### config.mk
export PLATFORM = sky130hd
export DESIGN_NAME = uss_top
export DESIGN_NICKNAME = d
export VERILOG_FILES = /design/src/core/uss_pkg.sv /design/src/core/uss_rx_fifo.sv /design/src/core/uss_sync.sv /design/src/core/uss_top.sv
export VERILOG_INCLUDE_DIRS = /design/src /design/src/core
export SDC_FILE = /design/constraint.sdc
export NUM_CORES = 1
export LEC_CHECK = 0
export ABC_AREA = 1
export BUFFER_PORTS_ARGS = -buffer_cell sky130_fd_sc_hd__clkbuf_2
export CORE_MARGIN = 2
export CORE_UTILIZATION = 62
export CTS_CLUSTER_DIAMETER = 80
export CTS_CLUSTER_SIZE = 30
export DETAILED_ROUTE_END_ITERATION = 10
export PLACE_DENSITY = 0.85
export SLEW_MARGIN = 20
export SYNTH_ARGS = -nofsm -noshare
export SYNTH_HDL_FRONTEND = slang
export SYNTH_HIERARCHICAL = 1
export SYNTH_SLANG_ARGS = --single-unit
### constraint.sdc
create_clock -name pclk -period 5.9 [get_ports pclk]
set_input_delay 0.59 -clock pclk [delete_from_list [all_inputs] [get_ports pclk]]
set_output_delay 0.59 -clock pclk [all_outputs]
set_load 0.01 [all_outputs]
### src/core/uss_regs.svh
// Behaviour
// - Slave transfers behave exactly like master ones except sleep and clock source.
// - With words waiting, the first moves into the transmit shifter at once and shifts.
// - The second word waits in the transmit holding register meanwhile.
// - Transmit-ready stays clear while the holding register is occupied.
// - When the shifter empties, the waiting word is loaded, then transmit-ready sets.
// - Transmit-ready with its enable raises the waking interrupt.
// - Single-word receive enable is ignored; only continuous receive enables reception.
// - With continuous receive on, a finished word moves from shifter into receive buffer.
// - A word reaching the receive buffer with its enable raises the waking interrupt.
// - Receive-ready sets when a word is complete; interrupt only when enabled.
// - Clearing continuous receive clears the overrun error flag.
// - In slave mode the shift clock comes from the external clock pin.
// - Slave mode is selected by clearing the clock source select bit.
// - Receive data is sampled at the falling edge of the shift clock.
// - A third word with full buffer sets overrun, is lost, and blocks further transfers.
`ifndef USS_REGS_SVH
`define USS_REGS_SVH

`define USS_IDX_IRQ_FLAGS   8'h0C
`define USS_IDX_RECEIVE_STATUS_CONTROL       8'h18
`define USS_IDX_TXHOLD      8'h19
`define USS_IDX_RXBUF       8'h1A
`define USS_IDX_IRQ_EN      8'h8C
`define USS_IDX_TRANSMIT_STATUS_CONTROL       8'h98
`define USS_IDX_RATE        8'h99
`define USS_IDX_IRQ_STAT    8'hA0
`define USS_IDX_IRQ_CLR     8'hA1

`define USS_RST_BYTE        8'h00
`define USS_RST_TRANSMIT_STATUS_CONTROL       8'h02
`define USS_RECEIVE_STATUS_CONTROL_WMASK     8'hF0
`define USS_TRANSMIT_STATUS_CONTROL_WMASK     8'hF5

`define USS_RC_SERIAL_PORT_ENABLE         7
`define USS_RC_RX9          6
`define USS_RC_SINGLE_RX_ENABLE         5
`define USS_RC_CONTINUOUS_RX_ENABLE         4
`define USS_RC_OVERRUN_ERROR         1
`define USS_RC_RX_NINTH_BIT         0
`define USS_TX_CLOCK_SOURCE_SELECT         7
`define USS_TX_TX9          6
`define USS_TX_TX_ENABLE         5
`define USS_TX_SYNC         4
`define USS_TX_SHIFTER_EMPTY_FLAG         1
`define USS_TX_TX_NINTH_BIT         0
`define USS_IRQ_RX          5
`define USS_IRQ_TX          4

`define USS_BITS8           4'h8
`define USS_BITS9           4'h9
`define USS_SYNC_STAGES     2

`endif

### src/core/uss_pkg.sv
package uss_pkg;
    typedef enum logic {USS_TX_IDLE, USS_TX_SHIFT} uss_tx_state_e;
    typedef logic [8:0] uss_word_t;
endpackage

### src/core/uss_rx_fifo.sv
`timescale 1ns/100ps
module uss_rx_fifo
    import uss_pkg::*;
(
    input  wire logic      pclk,
    input  wire logic      presetn,
    input  wire logic      push,
    input  wire uss_word_t wdata,
    input  wire logic      pop,
    output logic           full,
    output logic           empty,
    output uss_word_t      head_q
);
    uss_word_t  mem_q [0:1];
    logic       wp_q;
    logic       rp_q;
    logic [1:0] cnt_q;
    uss_word_t  head_d;
    logic       take_new;
    logic       take_next;

    assign full      = cnt_q == 2'h2;
    assign empty     = cnt_q == 2'h0;
    assign take_new  = push && (empty || (cnt_q == 2'h1 && pop));
    assign take_next = pop && full;
    assign head_d    = take_new ? wdata : (take_next ? mem_q[~rp_q] : head_q);

    always_ff @(posedge pclk or negedge presetn) begin
        if (!presetn) begin
            mem_q[0] <= '0;
            mem_q[1] <= '0;
            wp_q     <= 1'b0;
            rp_q     <= 1'b0;
            cnt_q    <= 2'h0;
            head_q   <= '0;
        end else begin
            if (push) begin
                mem_q[wp_q] <= wdata;
                wp_q        <= ~wp_q;
            end
            if (pop) begin
                rp_q <= ~rp_q;
            end
            cnt_q  <= cnt_q + {1'b0, push} - {1'b0, pop};
            head_q <= head_d;
        end
    end
endmodule

### src/core/uss_sync.sv
`timescale 1ns/100ps
module uss_sync #(
    parameter int W = 1
) (
    input  wire logic         pclk,
    input  wire logic         presetn,
    input  wire logic [W-1:0] d,
    output logic      [W-1:0] q
);
    logic [W-1:0] meta_q;

    // The first stage feeds only the second stage.
    always_ff @(posedge pclk or negedge presetn) begin
        if (!presetn) begin
            meta_q <= '0;
            q      <= '0;
        end else begin
            meta_q <= d;
            q      <= meta_q;
        end
    end
endmodule

### src/core/uss_top.sv
`timescale 1ns/100ps
`include "uss_regs.svh"
module uss_top
    import uss_pkg::*;
(
    input  wire logic        pclk,
    input  wire logic        presetn,
    input  wire logic        psel,
    input  wire logic        penable,
    input  wire logic        pwrite,
    input  wire logic [11:0] paddr,
    input  wire logic [31:0] pwdata,
    output logic      [31:0] prdata,
    output logic             pready,
    output logic             pslverr,
    input  wire logic        ck_i,
    input  wire logic        dt_i,
    output logic             dt_o,
    output logic             dt_oe,
    output logic             irq
);
    // Register file.
    logic [7:0]    receive_status_control_q;
    logic [7:0]    transmit_status_control_q;
    logic [7:0]    pie_q;
    logic [7:0]    rate_q;
    logic [7:0]    stat_q;
    logic [7:0]    stat_d;
    logic [31:0]   prdata_q;

    // Link side.
    logic          ck_s;
    logic          dt_s;
    logic          ck_prev_q;
    logic          fall;
    uss_tx_state_e tx_state_q;
    uss_tx_state_e tx_state_d;
    logic [8:0]    tx_sh_q;
    logic [8:0]    tx_sh_d;
    logic [3:0]    tx_cnt_q;
    logic [3:0]    tx_cnt_d;
    logic [3:0]    tx_len_q;
    logic [7:0]    hold_q;
    logic          hold_full_q;
    logic          tx_ready_prev_q;
    logic [8:0]    rx_sh_q;
    logic [8:0]    rx_sh_new;
    logic [3:0]    rx_cnt_q;
    logic          overrun_error_q;

    // Decode wires.
    logic [7:0]    idx;
    logic          aligned;
    logic          hit_flags, hit_receive_status_control, hit_txhold, hit_rxbuf, hit_pie;
    logic          hit_transmit_status_control, hit_rate, hit_stat, hit_clr;
    logic          mapped;
    logic          setup;
    logic          access;
    logic          wr;
    logic          rd;
    logic [7:0]    rd_mux;

    // Behaviour wires.
    logic          link_on;
    logic          tx_on;
    logic          rx_on;
    logic          tx_last;
    logic          tx_load;
    logic          tx_ready;
    logic          shifter_empty_flag;
    logic [3:0]    rx_len;
    logic          rx_done;
    uss_word_t     rx_word;
    logic          push;
    logic          pop;
    logic          ovr_set;
    logic          fifo_full;
    logic          fifo_empty;
    uss_word_t     fifo_head;
    logic [7:0]    set_mask;
    logic [7:0]    clr_mask;
    logic [7:0]    flags_rd;
    logic [7:0]    receive_status_control_rd;
    logic [7:0]    transmit_status_control_rd;

    uss_sync #(.W(2)) u_pin_sync (
        .pclk    (pclk),
        .presetn (presetn),
        .d       ({ck_i, dt_i}),
        .q       ({ck_s, dt_s})
    );

    // APB decode; registers sit on word addresses four times their index.
    assign idx        = paddr[9:2];
    assign aligned    = paddr[1:0] == 2'b00 && paddr[11:10] == 2'b00;
    assign hit_flags  = aligned && idx == `USS_IDX_IRQ_FLAGS;
    assign hit_receive_status_control  = aligned && idx == `USS_IDX_RECEIVE_STATUS_CONTROL;
    assign hit_txhold = aligned && idx == `USS_IDX_TXHOLD;
    assign hit_rxbuf  = aligned && idx == `USS_IDX_RXBUF;
    assign hit_pie    = aligned && idx == `USS_IDX_IRQ_EN;
    assign hit_transmit_status_control  = aligned && idx == `USS_IDX_TRANSMIT_STATUS_CONTROL;
    assign hit_rate   = aligned && idx == `USS_IDX_RATE;
    assign hit_stat   = aligned && idx == `USS_IDX_IRQ_STAT;
    assign hit_clr    = aligned && idx == `USS_IDX_IRQ_CLR;
    assign mapped     = hit_flags | hit_receive_status_control | hit_txhold | hit_rxbuf | hit_pie
                      | hit_transmit_status_control | hit_rate | hit_stat | hit_clr;
    assign setup      = psel && !penable;
    assign access     = psel && penable;
    assign wr         = access && pwrite && mapped;
    assign rd         = access && !pwrite && mapped;
    assign pready     = 1'b1;
    assign pslverr    = access && !mapped;
    assign prdata     = prdata_q;

    // Mode selection.
    assign link_on  = receive_status_control_q[`USS_RC_SERIAL_PORT_ENABLE] && transmit_status_control_q[`USS_TX_SYNC] && !transmit_status_control_q[`USS_TX_CLOCK_SOURCE_SELECT];
    assign rx_on    = link_on && receive_status_control_q[`USS_RC_CONTINUOUS_RX_ENABLE];
    assign tx_on    = link_on && transmit_status_control_q[`USS_TX_TX_ENABLE] && !receive_status_control_q[`USS_RC_CONTINUOUS_RX_ENABLE];

    // The shift clock is the synchronised pin, never a local divider.
    assign fall     = ck_prev_q && !ck_s;

    // Transmit path.
    assign tx_last  = tx_cnt_q == tx_len_q - 4'h1;
    assign tx_load  = tx_on && hold_full_q && tx_state_q == USS_TX_IDLE;
    assign tx_ready = transmit_status_control_q[`USS_TX_TX_ENABLE] && !hold_full_q;
    assign shifter_empty_flag     = tx_state_q == USS_TX_IDLE;
    assign dt_o     = tx_sh_q[0];
    assign dt_oe    = tx_on;

    always_comb begin
        tx_state_d = tx_state_q;
        tx_sh_d    = tx_sh_q;
        tx_cnt_d   = tx_cnt_q;
        if (!tx_on) begin
            tx_state_d = USS_TX_IDLE;
        end else if (tx_load) begin
            tx_state_d = USS_TX_SHIFT;
            tx_sh_d    = {transmit_status_control_q[`USS_TX_TX_NINTH_BIT], hold_q};
            tx_cnt_d   = 4'h0;
        end else if (tx_state_q == USS_TX_SHIFT && fall) begin
            if (tx_last) begin
                tx_state_d = USS_TX_IDLE;
            end else begin
                tx_sh_d  = {1'b0, tx_sh_q[8:1]};
                tx_cnt_d = tx_cnt_q + 4'h1;
            end
        end
    end

    // Receive path.
    assign rx_len    = receive_status_control_q[`USS_RC_RX9] ? `USS_BITS9 : `USS_BITS8;
    assign rx_sh_new = {dt_s, rx_sh_q[8:1]};
    assign rx_done   = rx_on && fall && rx_cnt_q == rx_len - 4'h1;
    assign rx_word   = receive_status_control_q[`USS_RC_RX9] ? rx_sh_new : {1'b0, rx_sh_new[8:1]};
    assign push      = rx_done && !overrun_error_q && !fifo_full;
    assign ovr_set   = rx_done && !overrun_error_q && fifo_full;
    // Data pops on the read access; status must be read first to keep its ninth bit.
    assign pop       = rd && hit_rxbuf && !fifo_empty;

    uss_rx_fifo u_rx_fifo (
        .pclk    (pclk),
        .presetn (presetn),
        .push    (push),
        .wdata   (rx_word),
        .pop     (pop),
        .full    (fifo_full),
        .empty   (fifo_empty),
        .head_q  (fifo_head)
    );

    // Sticky events: a set in the clearing cycle wins.
    assign set_mask = {2'b00, push, tx_ready && !tx_ready_prev_q, 4'h0};
    assign clr_mask = (wr && hit_clr) ? pwdata[7:0] : 8'h00;
    assign stat_d   = (stat_q & ~clr_mask) | set_mask;
    assign irq      = |(stat_q & pie_q);

    assign flags_rd = {2'b00, !fifo_empty, tx_ready, 4'h0};
    assign receive_status_control_rd = (receive_status_control_q & `USS_RECEIVE_STATUS_CONTROL_WMASK) | {6'h00, overrun_error_q, fifo_head[8]};
    assign transmit_status_control_rd = (transmit_status_control_q & `USS_TRANSMIT_STATUS_CONTROL_WMASK) | {6'h00, shifter_empty_flag, 1'b0};
    assign rd_mux   = hit_flags ? flags_rd
                    : hit_receive_status_control ? receive_status_control_rd
                    : hit_rxbuf ? fifo_head[7:0]
                    : hit_pie   ? pie_q
                    : hit_transmit_status_control ? transmit_status_control_rd
                    : hit_rate  ? rate_q
                    : hit_stat  ? stat_q
                    : 8'h00;

    always_ff @(posedge pclk or negedge presetn) begin
        if (!presetn) begin
            receive_status_control_q  <= `USS_RST_BYTE;
            transmit_status_control_q  <= `USS_RST_TRANSMIT_STATUS_CONTROL & `USS_TRANSMIT_STATUS_CONTROL_WMASK;
            pie_q    <= `USS_RST_BYTE;
            rate_q   <= `USS_RST_BYTE;
            stat_q   <= `USS_RST_BYTE;
            prdata_q <= 32'h0000_0000;
        end else begin
            stat_q <= stat_d;
            if (setup) begin
                prdata_q <= {24'h00_0000, rd_mux};
            end
            if (wr && hit_receive_status_control) begin
                receive_status_control_q <= pwdata[7:0] & `USS_RECEIVE_STATUS_CONTROL_WMASK;
            end
            if (wr && hit_transmit_status_control) begin
                transmit_status_control_q <= pwdata[7:0] & `USS_TRANSMIT_STATUS_CONTROL_WMASK;
            end
            if (wr && hit_pie) begin
                pie_q <= pwdata[7:0];
            end
            if (wr && hit_rate) begin
                rate_q <= pwdata[7:0];
            end
        end
    end

    // A write to a full holding register is dropped so a waiting word is never lost.
    always_ff @(posedge pclk or negedge presetn) begin
        if (!presetn) begin
            hold_q      <= `USS_RST_BYTE;
            hold_full_q <= 1'b0;
        end else if (tx_load) begin
            hold_full_q <= 1'b0;
        end else if (wr && hit_txhold && !hold_full_q) begin
            hold_q      <= pwdata[7:0];
            hold_full_q <= 1'b1;
        end
    end

    always_ff @(posedge pclk or negedge presetn) begin
        if (!presetn) begin
            tx_state_q      <= USS_TX_IDLE;
            tx_sh_q         <= 9'h000;
            tx_cnt_q        <= 4'h0;
            tx_len_q        <= `USS_BITS8;
            tx_ready_prev_q <= 1'b0;
            ck_prev_q       <= 1'b0;
        end else begin
            tx_state_q      <= tx_state_d;
            tx_sh_q         <= tx_sh_d;
            tx_cnt_q        <= tx_cnt_d;
            tx_ready_prev_q <= tx_ready;
            ck_prev_q       <= ck_s;
            if (tx_load) begin
                tx_len_q <= transmit_status_control_q[`USS_TX_TX9] ? `USS_BITS9 : `USS_BITS8;
            end
        end
    end

    always_ff @(posedge pclk or negedge presetn) begin
        if (!presetn) begin
            rx_sh_q  <= 9'h000;
            rx_cnt_q <= 4'h0;
            overrun_error_q   <= 1'b0;
        end else begin
            if (!rx_on) begin
                rx_cnt_q <= 4'h0;
            end else if (fall) begin
                rx_sh_q  <= rx_sh_new;
                rx_cnt_q <= rx_done ? 4'h0 : rx_cnt_q + 4'h1;
            end
            if (!receive_status_control_q[`USS_RC_CONTINUOUS_RX_ENABLE]) begin
                overrun_error_q <= 1'b0;
            end else if (ovr_set) begin
                overrun_error_q <= 1'b1;
            end
        end
    end
endmodule

After elaboration in Yosys (flattened, before gate mapping)
Index checks and enable logic that the tools add are counted.

Flip-flop bits (word level): 120. Output and inout port bits: 37. Word-level logic and storage cells: 177.

Add/subtract/negate cells: 6. $lt $le $gt $ge: 3. Equality and inequality tests: 18. Multiplexer cells: 36. Bitwise operators: 20. Reductions and logical operators: 69.

Operators by type and width (number): $mux W9 (10); $mux W8 (8); $logic_and A1 B1 Y1 (46); $eq A8 B8 Y1 const B (5); $eq A8 B5 Y1 const B (3); $mux W4 (6); $bwmux W18 (1); $and A8 B8 Y8 (2); $or A8 B2 Y8 (2); $logic_not A1 Y1 (11); $mux W1 (10); $demux W9 S1 (1); $add A4 B1 Y4 const B (2); $eq A4 B4 Y1 (2); $eq A8 B4 Y1 const B (1); $not A8 Y8 (1); $or A1 B1 Y1 (8); $or A8 B6 Y8 (1); $reduce_or A8 Y1 (1); $sub A4 B1 Y4 const B (2); $logic_not A2 Y1 (3); $ne A3 B1 Y1 const B (2); $reduce_and A2 Y1 (3); $reduce_bool A2 Y1 (3); 12 further kinds (18).

Longest topological paths before layout
Depth in word-level cells: 18. Depth in mapped cells: 13.

By module
Netlist, hierarchy kept.

By module, submodules not included: uss_top (times used 1, cells each 617, area each 4601.9 µm², sequential area each 2026.9 µm²); uss_rx_fifo (times used 1, cells each 193, area each 1612.8 µm², sequential area each 775.7 µm²); uss_sync (times used 1, cells each 4, area each 100.1 µm², sequential area each 100.1 µm²).

Least setup slack after synthesis
No wires, ideal clock.

Path type: input to register. From: input port paddr[1]. To: register u_rx_fifo.cnt_q[1]. Setup time: 0.079 ns. Arrival time: 2.642 ns. Data required time: 5.821 ns. Slack: 3.179 ns. Stages: 11. Buffers on the path: 1. Path through: nor2_1 > nand2_1 > buf_4 > nor2_4 > nand2_2 > nor4_1 > ha_1 > inv_1 > ha_1 > xnor2_1 > xor2_1.

Cells in the longest elaborated chain, start to end: 15.

RTL lines: start: declaration (RTL line uss_top.sv:11) `input wire logic [11:0] paddr,`; $logic_not A2 Y1 (*) (RTL line uss_top.sv:95) `assign aligned = paddr[1:0] == 2'b00 && paddr[11:10] == 2'b00;`; $logic_and A1 B1 Y1 (*) (RTL line uss_top.sv:95); $logic_and A1 B1 Y1 (no line); $or A1 B1 Y1 (4 in series) (RTL line uss_top.sv:105) `assign mapped = hit_flags | hit_receive_status_control | hit_txhold | hit_rxbuf | hit_pie`; $or A1 B1 Y1 (4 in series) (RTL line uss_top.sv:106) `| hit_transmit_status_control | hit_rate | hit_stat | hit_clr;`; $logic_and A1 B1 Y1 (RTL line uss_top.sv:110) `assign rd = access && !pwrite && mapped;`; $logic_and A1 B1 Y1 (*) (2 in series) (RTL line uss_top.sv:159) `assign pop = rd && hit_rxbuf && !fifo_empty;`; net pop (RTL line uss_top.sv:75) `logic pop;`; $sub A2 B1 Y2 (*) (RTL line uss_rx_fifo.sv:44) `cnt_q <= cnt_q + {1'b0, push} - {1'b0, pop};`; end signal: assignment (RTL line uss_rx_fifo.sv:44); end: declaration (RTL line uss_rx_fifo.sv:17) `logic [1:0] cnt_q;`.

Mark *: on every way through the listed nets, which the timed path passes. The rest lies on a longest branch. A chain may end at the register's enable or synchronous reset.

Final worst setup path
From: input port paddr[1]. To: output port pslverr.

Cells in the longest elaborated chain, start to end: 13.

RTL lines: $logic_not A2 Y1 (*) (RTL line uss_top.sv:95); $logic_and A1 B1 Y1 (*) (RTL line uss_top.sv:95); $logic_and A1 B1 Y1 (no line); $or A1 B1 Y1 (4 in series) (RTL line uss_top.sv:105); $or A1 B1 Y1 (3 in series) (RTL line uss_top.sv:106); $or A1 B1 Y1 (*) (RTL line uss_top.sv:106); $logic_not A1 Y1 (*) (RTL line uss_top.sv:112) `assign pslverr = access && !mapped;`; $logic_and A1 B1 Y1 (*) (RTL line uss_top.sv:112); end: declaration (RTL line uss_top.sv:15) `output logic pslverr,`.

Every way passes the cells marked *; elsewhere a longest branch is shown, timed or not.

==> flow_summary.json <==
{
  "async_flop_share": 1.00,
  "slew_headroom": 0.276,
  "yosysTopAreaCell": "dfrtp_1",
  "syn_to_final_growth_pct": 12.4,
  "post-synth-top-area-fraction": 0.460,
  "worst-path-buf-inv": 3,
  "root_buffer": "clkbuf_8",
  "cts_buffers": 17,
  "crit_type": "in -> out",
  "grt_start_max_net_pins": 75,
  "fin_setup_tns_ns": 0,
  "cp.arrival_ns": 2.30,
  "syn_inst": 814,
  "firstDrtPassIters": 6,
  "drv_slew": 0,
  "drcViolationCount": 0,
  "rows": 36,
  "ctsLongestPathBuffers": 2,
  "die_w_um": 105,
  "clk_pin_slew_ns": 0.06,
  "reg2reg_depth": 10,
  "cpLargestDelayFamily": "simple AND/OR/NAND/NOR gates",
  "ctsResizeCount": 0,
  "start_util": 0.643,
  "setup_viol": 0,
  "cts_sinks": 116,
  "cp.required_ns": 5.31,
  "cp-start-kind": "input port",
  "drtIter0Drc": 455,
  "io_buffers": 38,
  "reg2reg_to": "u_rx_fifo/mem_q[12]",
  "synth_warnings": 6,
  "globalplace.congestion": 0.919,
  "outcome": "completed",
  "clock_latency_ns": 0.54,
  "finalHoldViolations": 0,
  "place_hpwl_mm": 11.0,
  "p_leak_nw": 3.83,
  "drive_above_1_share": 0.145,
  "grt_pass1_wl_mm": 25.9,
  "n_antenna_cell": 0,
  "nFillCells": 778,
  "postCtsHoldBufs": 0,
  "placed_cells": 965,
  "synthFlopType": "dfrtp_1",
  "final_nets": 906,
  "syn-cell-area_sq_um": 6310,
  "power.density_nw_per_um2": 276,
  "rsz0062_at_grt": "false",
  "core-area_sq_um": 9820,
  "hold_path_class": "in -> async",
  "period_share": 0.490,
  "max_stage_delay_ns": 0.44,
  "ios": 88,
  "r2r_setup_slack_ns": 3.09,
  "cpMaxStageDelayCell": "nand2_1",
  "tightestPinTransition_ns": 1.08,
  "drt-vias-per-instance": 5.54,
  "die_y_um": 105,
  "skew_ns": 0.0178,
  "fin_crit_ns": 2.89,
  "worstPathCellList": "clkbuf_2 > nor2_1 > nand2_1 > inv_2 > nand3_1 > nand3_1 > nor2_1 > nand2_4 > nor2_1 > clkbuf_2",
  "wire_per_inst_um": 15.8,
  "finalWirelength_mm": 15.7,
  "grt_usage": 0.302,
  "grt_antenna_before_repair": 0,
  "cp_max_fo": 22,
  "irDropWorstVdd_v": 0.000229,
  "cts_tree": "built",
  "endpoint_kind": "output port",
  "grt_overflow": 0,
  "fmax_ghz": 0.346,
  "synth_edf_count": 0,
  "cap_violations": 0,
  "hold_slack_ns": 0.0204,
  "cts_setup_buffers": 0,
  "reg2reg_from": "transmit_status_control_q[4]",
  "seq_area_frac_synth": 0.460,
  "die_area_sq_um": 11000,
  "path_common_cell": "nor2_1",
  "ys_ff_latch": 116,
  "syn_area_per_cell_sq_um": 7.76,
  "h-tree-depth": 4,
  "stdcell_count": 997,
  "ant_nets": 0,
  "vias": 5521,
  "grt_pass1_vias": 5319,
  "synth_cell_types": 42,
  "ys_top_cells_by_area": "dfrtp_1, nand2_1, inv_1"
}
## worst max path at each step
stage	cells past startpoint	endpoint	startpoint	slack [ns]
floorplan	11	u_rx_fifo/cnt_q[1]	paddr[1]	3.18
global placement	11	u_rx_fifo/cnt_q[1]	paddr[1]	2.66
detailed placement	11	u_rx_fifo/cnt_q[1]	paddr[1]	2.48
CTS	11	u_rx_fifo/cnt_q[1]	paddr[1]	2.99
global route	10	u_rx_fifo/mem_q[12]	transmit_status_control_q[4]	2.84
finish	10	pslverr	paddr[1]	3.01
## cell usage in the layout, fill, tap and decap left out, types with 5 or more instances in the layout
| cell | n |
|---|---|
| o21ai_2 | 9 |
| clkbuf_2 | 37 |
| conb_1 | 25 |
| a21oi_1 | 11 |
| nand3_2 | 6 |
| clkbuf_16 | 16 |
| inv_2 | 6 |
| nand2_2 | 7 |
| inv_1 | 103 |
| nor2_2 | 8 |
| nand3_1 | 61 |
| o21ai_0 | 63 |
| nor3_1 | 5 |
| nand4_1 | 24 |
| nor2_1 | 47 |
| nand2_1 | 259 |
| dfrtp_1 | 116 |
## worst reg2reg max path, delay by kind of cell (launching register included)
kind / cells / cell delay (ns)
simple gates: 7 / 1.97
flops: 1 / 0.38
buf+inv: 2 / 0.21
compound gates: 1 / 0.08
## Yosys cell counts, types with 7 or more instances
cell	number
nand3_1	61
buf_2	7
nand2_1	259
nand4_1	24
inv_1	103
nor2_1	47
buf_4	27
nand2_2	7
nor2_2	8
dfrtp_1	116
o21ai_0	63
o21ai_2	9
a21oi_1	11
## power breakdown
part           switching, mW  internal (mW)
combinational         0.0531         0.0140
sequential           0.00137          0.799
clock                  0.372          0.721
total                  0.427           1.53
## logic make-up after synthesis
| kind of cell | synth area share |
|---|---|
| XOR/XNOR | 0.00971 |
| AO/OA/AOI/OAI | 0.0820 |
| flip-flops | 0.460 |
| other | 0.00119 |
| buffers and inverters | 0.114 |
| multiplexers | 0.00159 |
| adder cells (fa/ha/maj) | 0.00793 |
| AND/OR/NAND/NOR | 0.324 |
## metal layers
metal / track usage / share of wire
met1: 0.386 / 0.42
met2: 0.496 / 0.49
met3: 0.0674 / 0.062
met4: 0.127 / 0.027
met5: 0 / 0
## area by class of cell
cell class | instances | area [sq um] | share of cell area
clock inverter | 11 | 173 | 0.0243
clock buffer | 21 | 459 | 0.0647
tap | 133 | 166 | 0.0234
multi-input combinational | 567 | 2780 | 0.392
timing repair buffer | 39 | 200 | 0.0282
inverter | 110 | 413 | 0.0582
sequential | 116 | 2900 | 0.409
## stage by stage
stage	worst slack (ns)	cell area [sq um]	power [mW]	utilization
5_1_grt	2.84	7100	2.02	0.723
3_5_place_dp	2.48	6460	0.881	0.658
2_1_floorplan	3.18	6400	0.857	-
4_1_cts	2.99	7090	1.97	0.722
3_3_place_gp	2.66	6460	0.879	0.658
6_report	3.01	7100	1.96	0.723
## state kept, by name, indices dropped and copies added, names as in the netlist, 8 cells and up
| register | count |
|---|---|
| hold_q | 8 |
| pie_q | 8 |
| prdata | 8 |
| rate_q | 8 |
| rx_sh_q | 8 |
| stat_q | 8 |
| tx_sh_q | 9 |
| u_rx_fifo/head_q | 9 |
| u_rx_fifo/mem_q | 18 |
No activity file was read; power rests on OpenSTA's default activity.
